<file path="src/duc_consts.svh">
// constants of the converter control core: offsets, fields, resets, timing
`ifndef DUC_CONSTS_SVH
`define DUC_CONSTS_SVH

// ****************************************************************
// sizes
// ****************************************************************
`define DUC_NCH           4
`define DUC_DW            10
`define DUC_NGP           12
`define DUC_PW            16
`define DUC_AW            8

// ****************************************************************
// register byte offsets
// ****************************************************************
`define DUC_OFF_DATA0     8'h00
`define DUC_OFF_SYNC      8'h10
`define DUC_OFF_CLEAR     8'h14
`define DUC_OFF_CONFIG    8'h18
`define DUC_OFF_POWER     8'h1C
`define DUC_OFF_RESET     8'h20
`define DUC_OFF_GDIR      8'h24
`define DUC_OFF_GOUT      8'h28
`define DUC_OFF_GIN       8'h2C
`define DUC_OFF_STATUS    8'h30
`define DUC_OFF_CLRV0     8'h40

// ****************************************************************
// fields and reset values
// ****************************************************************
`define DUC_LOAD_BIT      11
`define DUC_RESET_KEY     16'h6600
`define DUC_POWER_RST     16'h0000
`define DUC_RESP_OKAY     2'h0
`define DUC_RESP_SLVERR   2'h2

// ****************************************************************
// timing
// ****************************************************************
`define DUC_LOCK_NS       200000
`define DUC_CLK_NS        5
`define DUC_LOCK_CYCLES   ((`DUC_LOCK_NS + `DUC_CLK_NS - 1) / `DUC_CLK_NS)

`endif

</file>
<file path="src/duc_pkg.sv">
// types of the converter control core
package duc_pkg;
  `include "duc_consts.svh"

  // write channel progress, one-hot
  typedef enum logic [1:0] {
    DUC_WR_IDLE = 2'b01,
    DUC_WR_RESP = 2'b10
  } duc_wr_t;

  // read channel progress, one-hot
  typedef enum logic [1:0] {
    DUC_RD_IDLE = 2'b01,
    DUC_RD_RESP = 2'b10
  } duc_rd_t;

  typedef logic [`DUC_DW-1:0] duc_code_t;

  // whole state of the core apart from the lockout timer
  typedef struct packed {
    duc_code_t [`DUC_NCH-1:0] data;     // pending channel codes
    duc_code_t [`DUC_NCH-1:0] latch;    // codes in the channel latches
    duc_code_t [`DUC_NCH-1:0] clrval;   // preset codes for clear
    duc_code_t [`DUC_NCH-1:0] dac_out;  // codes driven to the outputs
    logic [`DUC_NCH-1:0]      pend;     // written since last load
    logic [`DUC_NCH-1:0]      sync;     // synchronous mode per channel
    logic [`DUC_NCH-1:0]      clr;      // clear state per channel
    logic [`DUC_PW-1:0]       power;    // analog block enables
    logic [`DUC_NGP-1:0]      gdir;     // 1 = pin drives
    logic [`DUC_NGP-1:0]      gout;     // pin output levels
    logic [`DUC_NGP-1:0]      gin;      // captured pin levels
    logic                     aw_have;  // write address held
    logic                     w_have;   // write data held
    logic [`DUC_AW-1:0]       awaddr;
    logic [31:0]              wdata;
    logic [3:0]               wstrb;
    duc_wr_t                  wst;
    logic [1:0]               bresp;
    logic                     awready;
    logic                     wready;
    logic                     arready;
    duc_rd_t                  rst;
    logic [31:0]              rdata;
    logic [1:0]               rresp;
  } duc_state_t;
endpackage : duc_pkg

</file>
<file path="src/duc_lockout.sv">
// communication lockout timer after power-up and software reset
`timescale 1ns/1ps
`include "duc_consts.svh"
module duc_lockout #(
  parameter int unsigned LOCK_CYCLES = `DUC_LOCK_CYCLES
) (
  // clock and reset
  input  wire logic aclk,
  input  wire logic aresetn,
  input  wire logic ce,
  // control
  input  wire logic start,
  // status
  output logic      busy
);
  import duc_pkg::*;

  localparam int unsigned CW = $clog2(LOCK_CYCLES + 1);

  // counter and busy flag travel together
  typedef struct packed {
    logic [CW-1:0] cnt;
    logic          busy;
  } duc_lock_t;

  duc_lock_t st_reg;   // registered state
  duc_lock_t st_next;  // next state

  // ****************************************************************
  // next state
  // ****************************************************************
  // busy from reset release: the host must not talk during power-up either
  always_comb begin
    st_next = st_reg;
    if (start) begin
      st_next.cnt  = '0;
      st_next.busy = 1'b1;
    end else if (st_reg.busy) begin
      if (st_reg.cnt == CW'(LOCK_CYCLES - 1)) begin
        st_next.busy = 1'b0;
      end else begin
        st_next.cnt = st_reg.cnt + CW'(1);
      end
    end
  end

  // ****************************************************************
  // state register
  // ****************************************************************
  always_ff @(posedge aclk) begin
    if (!aresetn) begin
      st_reg <= '{cnt: '0, busy: 1'b1};
    end else if (ce) begin
      st_reg <= st_next;
    end
  end

  assign busy = st_reg.busy;
endmodule : duc_lockout

</file>
<file path="src/duc_top.sv">
// converter control core: channel latches, clear, pins, reset lockout
`timescale 1ns/1ps
`include "duc_consts.svh"
module duc_top #(
  parameter int unsigned LOCK_CYCLES = `DUC_LOCK_CYCLES
) (
  // clock, reset, enable
  input  wire logic                         aclk,
  input  wire logic                         aresetn,
  input  wire logic                         ce,
  // axi4-lite write address and data
  input  wire logic [`DUC_AW-1:0]           s_axi_awaddr,
  input  wire logic                         s_axi_awvalid,
  output logic                              s_axi_awready,
  input  wire logic [31:0]                  s_axi_wdata,
  input  wire logic [3:0]                   s_axi_wstrb,
  input  wire logic                         s_axi_wvalid,
  output logic                              s_axi_wready,
  // axi4-lite write response
  output logic [1:0]                        s_axi_bresp,
  output logic                              s_axi_bvalid,
  input  wire logic                         s_axi_bready,
  // axi4-lite read
  input  wire logic [`DUC_AW-1:0]           s_axi_araddr,
  input  wire logic                         s_axi_arvalid,
  output logic                              s_axi_arready,
  output logic [31:0]                       s_axi_rdata,
  output logic [1:0]                        s_axi_rresp,
  output logic                              s_axi_rvalid,
  input  wire logic                         s_axi_rready,
  // channel codes and power enables to the analog side
  output duc_pkg::duc_code_t [`DUC_NCH-1:0] channel_analog_output,
  output logic [`DUC_PW-1:0]                power_ctrl,
  // general-purpose pins
  input  wire logic [`DUC_NGP-1:0]          general_purpose_pin_i,
  output logic [`DUC_NGP-1:0]               general_purpose_pin_o,
  output logic [`DUC_NGP-1:0]               general_purpose_pin_oe,
  // lockout status
  output logic                              lockout_busy
);
  import duc_pkg::*;

  duc_state_t          st_reg;    // registered state
  duc_state_t          st_next;   // next state
  logic                soft_rst;  // reset key accepted this cycle
  logic                trig;      // load trigger this cycle
  logic                wr_go;     // a write is carried out this cycle
  logic [`DUC_AW-1:0]  wr_addr;   // address of that write
  logic [31:0]         wr_val;    // data merged under the strobes
  logic [31:0]         wr_mask;   // byte-lane mask
  logic                busy;      // lockout running

  // ****************************************************************
  // address decode helpers
  // ****************************************************************
  // data and preset registers sit in two strides of four words
  function automatic logic is_mapped(input logic [`DUC_AW-1:0] a);
    logic hit;
    hit = 1'b0;
    for (int c = 0; c < `DUC_NCH; c++) begin
      if (a == `DUC_OFF_DATA0 + `DUC_AW'(4 * c)) hit = 1'b1;
      if (a == `DUC_OFF_CLRV0 + `DUC_AW'(4 * c)) hit = 1'b1;
    end
    case (a)
      `DUC_OFF_SYNC, `DUC_OFF_CLEAR, `DUC_OFF_CONFIG, `DUC_OFF_POWER,
      `DUC_OFF_RESET, `DUC_OFF_GDIR, `DUC_OFF_GOUT, `DUC_OFF_GIN,
      `DUC_OFF_STATUS: hit = 1'b1;
      default: ;
    endcase
    return hit;
  endfunction : is_mapped

  // read-back value; trigger and key registers read as zero
  function automatic logic [31:0] reg_read(input duc_state_t s,
                                           input logic [`DUC_AW-1:0] a,
                                           input logic b);
    logic [31:0] v;
    v = '0;
    for (int c = 0; c < `DUC_NCH; c++) begin
      if (a == `DUC_OFF_DATA0 + `DUC_AW'(4 * c))
        v = 32'(s.latch[c]);
      if (a == `DUC_OFF_CLRV0 + `DUC_AW'(4 * c)) v = 32'(s.clrval[c]);
    end
    case (a)
      `DUC_OFF_SYNC:   v = 32'(s.sync);
      `DUC_OFF_CLEAR:  v = 32'(s.clr);
      `DUC_OFF_POWER:  v = 32'(s.power);
      `DUC_OFF_GDIR:   v = 32'(s.gdir);
      `DUC_OFF_GOUT:   v = 32'(s.gout);
      `DUC_OFF_GIN:    v = 32'(s.gin);
      `DUC_OFF_STATUS: v = 32'(b);
      default: ;
    endcase
    return v;
  endfunction : reg_read

  // ****************************************************************
  // lockout timer
  // ****************************************************************
  duc_lockout #(
    .LOCK_CYCLES (LOCK_CYCLES)
  ) u_lockout (
    .aclk    (aclk),
    .aresetn (aresetn),
    .ce      (ce),
    .start   (soft_rst),
    .busy    (busy)
  );

  // ****************************************************************
  // next state
  // ****************************************************************
  always_comb begin
    st_next  = st_reg;
    soft_rst = 1'b0;
    trig     = 1'b0;
    // address and data are taken in either order and held
    if (s_axi_awvalid && st_reg.awready) begin
      st_next.aw_have = 1'b1;
      st_next.awaddr  = s_axi_awaddr;
    end
    if (s_axi_wvalid && st_reg.wready) begin
      st_next.w_have = 1'b1;
      st_next.wdata  = s_axi_wdata;
      st_next.wstrb  = s_axi_wstrb;
    end
    wr_go   = st_next.aw_have && st_next.w_have &&
              (st_reg.wst == DUC_WR_IDLE);
    wr_addr = st_next.awaddr;
    for (int b = 0; b < 4; b++) begin
      wr_mask[8*b +: 8] = {8{st_next.wstrb[b]}};
    end
    // lanes left out keep the read-back value, or the pending code for a channel data register
    wr_val = (reg_read(st_reg, wr_addr, busy) & ~wr_mask) |
             (st_next.wdata & wr_mask);
    for (int c = 0; c < `DUC_NCH; c++) begin
      if (wr_addr == `DUC_OFF_DATA0 + `DUC_AW'(4 * c))
        wr_val[`DUC_DW-1:0] = (st_reg.data[c] & ~wr_mask[`DUC_DW-1:0]) |
                              (st_next.wdata[`DUC_DW-1:0] &
                               wr_mask[`DUC_DW-1:0]);
    end
    // carry out a complete write
    if (wr_go) begin
      st_next.aw_have = 1'b0;
      st_next.w_have  = 1'b0;
      st_next.wst     = DUC_WR_RESP;
      st_next.bresp   = `DUC_RESP_OKAY;
      if (busy || !is_mapped(wr_addr)) begin
        // a write during lockout, or to an unmapped offset, is refused and has no effect
        st_next.bresp = `DUC_RESP_SLVERR;
      end else begin
        for (int c = 0; c < `DUC_NCH; c++) begin
          if (wr_addr == `DUC_OFF_DATA0 + `DUC_AW'(4 * c)) begin
            st_next.data[c] = wr_val[`DUC_DW-1:0];
            if (!st_reg.sync[c]) begin
              st_next.latch[c] = wr_val[`DUC_DW-1:0];
              st_next.pend[c]  = 1'b0;
            end else begin
              st_next.pend[c]  = 1'b1;
            end
          end
          if (wr_addr == `DUC_OFF_CLRV0 + `DUC_AW'(4 * c))
            st_next.clrval[c] = wr_val[`DUC_DW-1:0];
        end
        case (wr_addr)
          `DUC_OFF_SYNC:   st_next.sync  = wr_val[`DUC_NCH-1:0];
          `DUC_OFF_CLEAR:  st_next.clr   = wr_val[`DUC_NCH-1:0];
          `DUC_OFF_CONFIG: trig = wr_val[`DUC_LOAD_BIT];
          `DUC_OFF_POWER:  st_next.power = wr_val[`DUC_PW-1:0];
          `DUC_OFF_GDIR:   st_next.gdir  = wr_val[`DUC_NGP-1:0];
          `DUC_OFF_GOUT:   st_next.gout  = wr_val[`DUC_NGP-1:0];
          // any other value of the key register does nothing
          `DUC_OFF_RESET:  soft_rst = (wr_val[15:0] == `DUC_RESET_KEY);
          default: ;
        endcase
      end
    end
    if (st_reg.wst == DUC_WR_RESP && s_axi_bready) begin
      st_next.wst = DUC_WR_IDLE;
    end
    // read: one word answered the cycle after the address is taken
    if (s_axi_arvalid && st_reg.arready) begin
      st_next.rst   = DUC_RD_RESP;
      st_next.rdata = '0;
      st_next.rresp = `DUC_RESP_SLVERR;
      // status stays readable so software may poll the lockout
      if (is_mapped(s_axi_araddr) &&
          (!busy || s_axi_araddr == `DUC_OFF_STATUS)) begin
        st_next.rdata = reg_read(st_reg, s_axi_araddr, busy);
        st_next.rresp = `DUC_RESP_OKAY;
      end
    end else if (st_reg.rst == DUC_RD_RESP && s_axi_rready) begin
      st_next.rst = DUC_RD_IDLE;
    end
    // load trigger moves only channels written since the last one
    for (int c = 0; c < `DUC_NCH; c++) begin
      if (trig && st_reg.pend[c]) begin
        st_next.latch[c] = st_reg.data[c];
        st_next.pend[c]  = 1'b0;
      end
    end
    // input pins are sampled every cycle, driven pins hold the last sample
    for (int i = 0; i < `DUC_NGP; i++) begin
      if (!st_reg.gdir[i]) st_next.gin[i] = general_purpose_pin_i[i];
    end
    // key accepted: every register returns to its default
    if (soft_rst) begin
      st_next.data   = '0;
      st_next.latch  = '0;
      st_next.clrval = '0;
      st_next.pend   = '0;
      st_next.sync   = '0;
      st_next.clr    = '0;
      st_next.power  = `DUC_POWER_RST;
      st_next.gdir   = '0;
      st_next.gout   = '0;
      st_next.gin    = '0;
    end
    // output code follows latch or preset in the same edge
    for (int c = 0; c < `DUC_NCH; c++) begin
      st_next.dac_out[c] = st_next.clr[c] ? st_next.clrval[c]
                                          : st_next.latch[c];
    end
    st_next.awready = !st_next.aw_have && st_next.wst == DUC_WR_IDLE;
    st_next.wready  = !st_next.w_have && st_next.wst == DUC_WR_IDLE;
    st_next.arready = st_next.rst == DUC_RD_IDLE;
  end

  // ****************************************************************
  // state register
  // ****************************************************************
  // power-up defaults equal the soft reset defaults
  always_ff @(posedge aclk) begin
    if (!aresetn) begin
      st_reg       <= '0;
      st_reg.wst   <= DUC_WR_IDLE;
      st_reg.rst   <= DUC_RD_IDLE;
      st_reg.power <= `DUC_POWER_RST;
    end else if (ce) begin
      st_reg <= st_next;
    end
  end

  // ****************************************************************
  // outputs, all straight from flops
  // ****************************************************************
  assign s_axi_awready          = st_reg.awready;
  assign s_axi_wready           = st_reg.wready;
  assign s_axi_bvalid           = st_reg.wst == DUC_WR_RESP;
  assign s_axi_bresp            = st_reg.bresp;
  assign s_axi_arready          = st_reg.arready;
  assign s_axi_rvalid           = st_reg.rst == DUC_RD_RESP;
  assign s_axi_rdata            = st_reg.rdata;
  assign s_axi_rresp            = st_reg.rresp;
  assign channel_analog_output  = st_reg.dac_out;
  assign power_ctrl             = st_reg.power;
  assign general_purpose_pin_o  = st_reg.gout;
  assign general_purpose_pin_oe = st_reg.gdir;
  assign lockout_busy           = busy;

  logic wr_d0;    // full write to channel 0 data
  logic wr_clr;   // write to the clear register
  logic wr_key;   // write to the key register
  assign wr_d0  = ce && wr_go && !busy && wr_addr == `DUC_OFF_DATA0;
  assign wr_clr = ce && wr_go && !busy && wr_addr == `DUC_OFF_CLEAR;
  assign wr_key = ce && wr_go && !busy && wr_addr == `DUC_OFF_RESET;
endmodule : duc_top

</file>
<file path="config.mk">
export PLATFORM = sky130hd
export DESIGN_NAME = duc_top
export DESIGN_NICKNAME = d
export VERILOG_FILES = /design/src/duc_pkg.sv /design/src/duc_lockout.sv /design/src/duc_top.sv
export VERILOG_INCLUDE_DIRS = /design/src
export SDC_FILE = /design/constraint.sdc
export NUM_CORES = 1
export LEC_CHECK = 0
export ABC_AREA = 1
export ABC_CLOCK_PERIOD_IN_PS = 4750
export BUFFER_PORTS_ARGS = -buffer_cell sky130_fd_sc_hd__buf_2
export CAP_MARGIN = 20
export CORE_MARGIN = 2
export CORE_UTILIZATION = 45
export DETAILED_ROUTE_END_ITERATION = 6
export MAX_ROUTING_LAYER = met4
export PLACE_DENSITY = 0.74
export SLEW_MARGIN = 20
export SYNTH_ARGS = -nofsm -noshare
export SYNTH_HDL_FRONTEND = slang
export SYNTH_SLANG_ARGS = --single-unit
</file>
<file path="constraint.sdc">
create_clock -name aclk -period 4.75 [get_ports aclk]
set_input_delay 0.2375 -clock aclk [delete_from_list [all_inputs] [get_ports aclk]]
set_output_delay 0.2375 -clock aclk [all_outputs]
set_load 0.005 [all_outputs]
</file>
# --- Word-level counts from Yosys, hierarchy flattened ---
# Index checks and enable logic that the tools add are counted.
totals:
  romBits: 0
  latchBits: 0
  elab_cells: 315
  mem_count: 0
  output_inout_bits: 122
  inputBits: 72
  register_bits: 330
  mem_bits_rw: 0
op_classes:
  reduce_logical: 69
  addsub: 1
  n_shift: 0
  bitwise_logic: 14
  n_div: 0
  n_eq_ne: 57
  order_cmp: 0
  n_mux: 122
  multipliers: 0
ops:
  columns: ["operator", "count"]
  rows:
  - ["120-bit 2-to-1 mux", 3]
  - ["10-bit 2-to-1 mux", 31]
  - ["32-bit 2-to-1 mux", 7]
  - ["32-bit case mux with 7 select lines", 1]
  - ["16-bit 2-to-1 mux", 8]
  - ["16-bit case mux with 7 select lines", 1]
  - ["52-bit 2-to-1 mux", 2]
  - ["8-bit by 6-bit == test with 1-bit output, second input constant", 10]
  - ["8-bit by 5-bit == test with 1-bit output, second input constant", 8]
  - ["8-bit by 7-bit == test with 1-bit output, second input constant", 8]
  - ["64-bit 2-to-1 mux", 1]
  - ["1-bit 2-to-1 mux", 53]
  - ["10-bit bitwise AND", 5]
  - ["4-bit AND reduction", 12]
  - ["10-bit bitwise OR", 4]
  - ["36-bit 2-to-1 mux", 1]
  - ["17-bit 2-to-1 mux", 2]
  - ["34-bit 2-to-1 mux", 1]
  - ["16-bit bitwise AND", 2]
  - ["8-bit by 4-bit == test with 1-bit output, second input constant", 4]
  - ["2-bit AND reduction", 14]
  - ["12-bit 2-to-1 mux", 2]
  - ["2-bit by 1-bit inequality test with 1-bit output, second input constant", 12]
  - ["3-bit nonzero test", 8]
  - ["21 further kinds", 63]

# --- Logic depth before layout (Yosys ltp) ---
logic_depth:
  word_depth: 25
  ltp_mapped: 32
  depth_no_buf: 28

# --- By module ---
# From an unflattened synthesis, not the netlist that was laid out.
unflattened:
  hier_cells: 2912
  area_unflattened_um2: 18283.8
modules_own_cells:
  columns: ["module", "seq_area_each_um2", "n_inst", "cells_each", "area_per_inst_um2"]
  rows:
  - ["duc_top", 5545.3, 1, 2710, 17093.9]
  - ["duc_lockout", 340.3, 1, 202, 1189.9]

# --- Worst setup path after synthesis ---
# OpenSTA, ideal clock, no wires.
synth_timing:
  path_type: "register to register"
  startpoint: "register st_reg (netlist bit s_axi_awready)"
  endpoint: "register st_reg (netlist bit channel_analog_output[32])"
  setup_slack_ps: 1627
  synth_period_minus_slack_ps: 3123
  stages_incl_launch_ff: 30
  setup_ps: 132
  n_path_buf: 5
  t_arrival_ps: 2991
  cell_sequence: "dfxtp_1 > buf_2 > nand2_4 > buf_6 > nand2_1 > nand2_1 > nand2_2 > nor2_4 > inv_4 > nor2_8 > buf_4 > nand2_1 > nand2_1 > nand2_1 > nand2_1 > nand2_1 > nand2_1 > nand2_1 > nand2_1 > nand2_1 > nand2_2 > nand2_1 > nor2_4 > nand3_4 > buf_6 > buf_2 > nand2_1 > nand2_1 > nand3_1 > a21oi_1"
synth_between:
  elab_chain_len: 25
  elab_cells_between_ends: 70
  cone_classes: "17 x eq/ne; 43 x mux; 2 x bitwise; 8 x reduce/logical"
synth_lines:
  columns: ["item", "line", "source"]
  rows:
  - ["start: declaration", "duc_top.sv:43", "duc_state_t st_reg;"]
  - ["start signal: assignment", "duc_top.sv:240", "st_reg <= st_next;"]
  - ["1-bit logical AND (*)", "duc_top.sv:118", "if (s_axi_awvalid && st_reg.awready) begin"]
  - ["parallel branches: the longest is 23 deep, another holds 16-bit 2-to-1 mux", null, null]
  - ["10-bit 2-to-1 mux (*)", "duc_top.sv:221", "st_next.dac_out[c] = st_next.clr[c] ? st_next.clrval[c]"]
# Mark *: on every way between the ends. The select of a mux whose other input is x is not followed.
# A chain may end at the register's enable or synchronous reset.

# --- Worst setup path in the final report ---
layout_timing:
  startpoint: "register st_reg (netlist bit s_axi_awready)"
  endpoint: "register st_reg (netlist bit general_purpose_pin_oe[10])"
layout_between:
  elab_chain_len: 24
  elab_cells_between_ends: 62
  cone_classes: "18 x eq/ne; 32 x mux; 2 x bitwise; 10 x reduce/logical"
layout_lines:
  columns: ["item", "line", "source"]
  rows:
  - ["1-bit logical AND (*)", "duc_top.sv:118", null]
  - ["8-bit 2-to-1 mux", "duc_top.sv:118", null]
  - ["8-bit logical NOT (no source line)", null, null]
  - ["10-bit 2-to-1 mux", "duc_top.sv:80", "if (a == `DUC_OFF_DATA0 + `DUC_AW'(4 * c))"]
  - ["10-bit 2-to-1 mux", "duc_top.sv:82", "if (a == `DUC_OFF_CLRV0 + `DUC_AW'(4 * c)) v = 32'(s.clrval[c]);"]
  - ["16-bit 2-to-1 mux", "duc_top.sv:80", null]
  - ["16-bit 2-to-1 mux", "duc_top.sv:82", null]
  - ["16-bit 2-to-1 mux", "duc_top.sv:80", null]
  - ["[... 5 more ...]", null, null]
  - ["16-bit bitwise OR", "duc_top.sv:134", "wr_val = (reg_read(st_reg, wr_addr, busy) & ~wr_mask) |"]
  - ["10-bit 2-to-1 mux (4 in series)", "duc_top.sv:137", "if (wr_addr == `DUC_OFF_DATA0 + `DUC_AW'(4 * c))"]
  - ["16-bit by 15-bit == test with 1-bit output (no source line)", null, null]
  - ["1-bit 2-to-1 mux", "duc_top.sv:165", "case (wr_addr)"]
  - ["1-bit 2-to-1 mux", "duc_top.sv:148", "if (busy || !is_mapped(wr_addr)) begin"]
  - ["1-bit 2-to-1 mux", "duc_top.sv:143", "if (wr_go) begin"]
  - ["2-bit inequality test (no source line) or 2-bit nonzero test (tied branches)", null, null]
  - ["4-bit AND reduction (no source line)", null, null]
# Every way passes the cells marked *; elsewhere a longest branch is shown, timed or not. The select of a mux whose other input is x is not followed.

==> results list <==
- Result of the run: finished, final reports clean
- Placeable core region: 39460 um^2
- In this run, CTS created clock tree buffers numbering 36.
- The detailed router finished its first iteration with about 2200 violations.
- Share of Yosys cell area claimed by the top area cell type: 0.3288
- Number of H-tree levels: 2
* Clock Root Buffer: sky130_fd_sc_hd__clkbuf_16
* Placed wire-length estimate: 55490 um
- In the final layout, the share of cells above drive strength 1 is 0.1441.
* Leak Pwr: approximately 9.2 nW
- In the synthesized netlist the dominant register cell turns out to be sky130_fd_sc_hd__dfxtp_1.
- Finished layout cell area: approximately 20000 um^2
* Max-cap violations: 0
- TritonCTS built the clock tree.
- The first detailed-routing pass ran for 6 iterations.
- Max reg flops: 176
- Count of placed standard cells in the final layout, fillers left out: 3477
- Cell types with the largest area share after synthesis: sky130_fd_sc_hd__dfxtp_1, sky130_fd_sc_hd__nand2_1, sky130_fd_sc_hd__nor2_1, sky130_fd_sc_hd__o21ai_0, sky130_fd_sc_hd__a21oi_1
- Most numerous cell in the Yosys netlist: sky130_fd_sc_hd__nand2_1
* Pre-CTS setup slack: around 0.5 ns
* Areal power density over the cells: approximately 340 nW/um^2
* Fin. Hold Viols: 0
- STA puts the critical path data required time at 5.17 ns.
- Biggest cell delay along the critical path: just over 0.5 ns
- The detail route stage leaves a number of antenna-violating nets equal to 0.
* Later-pin clock latency in the skew report: between 0.5 and 0.6 ns
- The initial antenna violation count was 2.
* CP startpoint kind: register
* Final Routed Wirelength: 74000 um
- For this run, the share of the core covered by cells in the final layout is 0.5130.
- Dividing the detail-routed via count by the number of cells gives between 5 and 6.
- GP Congestion: 1.029
- Via count of the first global-routing pass: approximately 18000
* Post-synthesis average cell area: about 6.3 um^2
- Tot GR Track Use: 0.3615
- Along the worst path, the maximum fanout reaches 14.
- Row generation in the floorplan step produced 73 rows.
- For the pin with the worst max-slew slack, the measured transition is approximately 1.1 ns.
* Period utilisation layout: 0.9371
* Post-Syn Instances: 2834
* Total via count after detailed routing: 19660
- Cell area reported after detailed placement: 18930 um^2
- For this design, the slowest cell found on the critical path is sky130_fd_sc_hd__dfxtp_1.
- Portion of the post-synthesis area used by sequential elements: 0.3288
- Between clock sinks in the finished design, the worst skew comes to roughly 0.028 ns.
- After global routing the overflow that remains totals 0.
- Total area of sequential cells: 5886 um^2
- Net count of the finished layout: 3000
* CTS Buffer Depth: 3
- Die width: 203.4 um
* Initial cell density of the core: 0.4536
* Worst hold stages: 5
* Post-synthesis register bit count: around 300
* Crit end category: register
- Setup violations remaining at the end of the flow were counted as 0.
* Final WS setup: ~0.30 ns
- VDD sags by at most approximately 0.25 mV.
- Measured against its own limit, the worst slew margin works out to 0.2477.
- Final Total Pwr: 6.828 mW
* Path category of the worst min-delay check: in2reg
- In this run the count of I/O pins placed on the die edge is a little under 200.
* Minimum clock period: 4.451 ns
- Area used by multi-input combinational logic: 9359 um^2
- The first global-routing pass estimated 109200 um of wire.
- Top cells by count, synth: sky130_fd_sc_hd__nand2_1, sky130_fd_sc_hd__nor2_1, sky130_fd_sc_hd__dfxtp_1, sky130_fd_sc_hd__inv_1, sky130_fd_sc_hd__o21ai_0
- Pins over their slew limit: 0
- Based on the critical path, the design can be clocked at up to 224.7 MHz.
* Area of the die: 41390 um^2
* Pin count of the biggest net entering global routing: approximately 120
* Post-Synthesis Cell Area: 17900 um^2
- Worst endpoint data arrival time: 4.87 ns
* Post-route DRC violation count: 0
- Clock tree synthesis found a total of 294 sinks.
* Depth of the worst register-to-register path: 23
* Cells traversed along the worst timing path: nand2_4 > nand2_1 > nand2_1 > inv_1 > nand2_1 > nor2_4 > inv_2 > nor2_1 > nor3b_1 > nand4_1 > nor2_1 > nor2_4 > nand4_1 > nor2_1 > nand2_1 > nor2_4 > nand3_4 > buf_4 > buf_4 > nand2_1 > inv_2 > nand2_1 > a21oi_1
- WS Path Type: reg2reg
- Chip Height: about 200 um
- The synthesized design contains 0 enable-type register cells.
* Count of synthesis-stage warnings from yosys: 0
* CTS clock-pin slew for the worst setup and hold paths: 0.06 ns
- Library cell appearing most often on the critical path: sky130_fd_sc_hd__nand2_1
- Setup total negative slack on the finished layout was measured at 0 ns.
- Final routed wire length divided by cell count: 21.28 um
* Unique cell type count in the Yosys netlist: 56
- Async set-or-reset flop fraction in the synthesized netlist: 0
- Cell type with the highest aggregate area in the netlist: sky130_fd_sc_hd__dfxtp_1
* Cell count after placement: approximately 3400
- Quantity of I/O buffers inserted on ports: 157
- Fill cell count: 4076
- Smallest hold slack: 0.04806 ns
- Area growth from synthesis to layout: 13.09%
- Unrepaired setup endpoints after global routing: no
## layout by cell type (no fill, tap or decap), drive strengths merged, types with 8 or more instances in the layout
cell type / Yosys / routed
nor3: 18 / 18
conb: 1 / 18
nand3b: 9 / 9
a311oi: 8 / 8
inv: 304 / 305
nand2: 640 / 640
dlygate4sd3: 0 / 11
o22ai: 41 / 41
nand3: 190 / 190
buf: 169 / 292
nor2: 384 / 384
dfxtp: 294 / 294
a31oi: 16 / 16
o211ai: 37 / 37
clkbuf: 96 / 52
a221oi: 10 / 10
a21oi: 228 / 228
nand4: 18 / 18
a211oi: 22 / 22
o21ai: 300 / 300
clkinv: 7 / 8
## routing by layer
metal,vias up,global-route usage,wire length [um]
li1,9331,-,-
met1,9172,0.4420,29970
met2,940,0.5708,33510
met3,212,0.05689,5935
met4,0,0.1997,4585
met5,-,-,0
## power breakdown
part	total [mW]	switching, mW	internal, mW
Clock	2.84	1.13	1.71
Combinational	1.35	0.953	0.393
Sequential	2.65	0.0831	2.56
Total	6.83	2.16	4.67
## path summary, 6_finish.rpt
kind | slack, ns | to | startpoint
worst max-delay path | 0.30 | general_purpose_pin_oe[10] | s_axi_awready
worst min-delay path | 0.05 | st_reg[50] | s_axi_wdata[3]
worst max register to register | 0.30 | general_purpose_pin_oe[10] | s_axi_awready
worst min register to register | 0.46 | channel_analog_output[24] | channel_analog_output[24]
## what timing repair did
item / in CTS / in global routing
gates resized for setup: 0 / 0
buffers inserted: 0 / 0
hold buffers: 11 / 0
setup endpoints to repair: 0 / 0
endpoints found under the hold margin: 11 / 0
## kinds of logic (layout without fill, tap and decap cells)
group / count (synthesis) / in the layout / share of synthesized area
AOI/OAI and AO/OA: 687 / 687 / 0.2154
DFF: 294 / 294 / 0.3288
adders and majority gates: 1 / 1 / 0.0006989
buffers and inverters: 576 / 675 / 0.1519
and+or+nand+nor: 1270 / 1270 / 0.3003
muxes: 4 / 4 / 0.002237
xor gates and xnor gates: 1 / 1 / 0.0004894
other: 1 / 20 / 0.0002095
## area by class of cell
cell class / count / share of cell area
sequential: 294 / 0.2908
timing repair buffer: 303 / 0.09723
tap: 525 / 0.03245
antenna: 2 / 0.0002472
clock buffer: 52 / 0.05248
clock inverter: 9 / 0.006428
inverter: 311 / 0.05804
multi-input combinational: 1981 / 0.4624
## worst max-delay path: cells and delay by family, from the launching register on
family / cells / cell delay, ns
flops: 1 / 0.51
buf+inv: 5 / 0.75
simple gates: 17 / 2.99
compound gates: 1 / 0.08
Note: power is estimated with default switching activity, not from simulation.
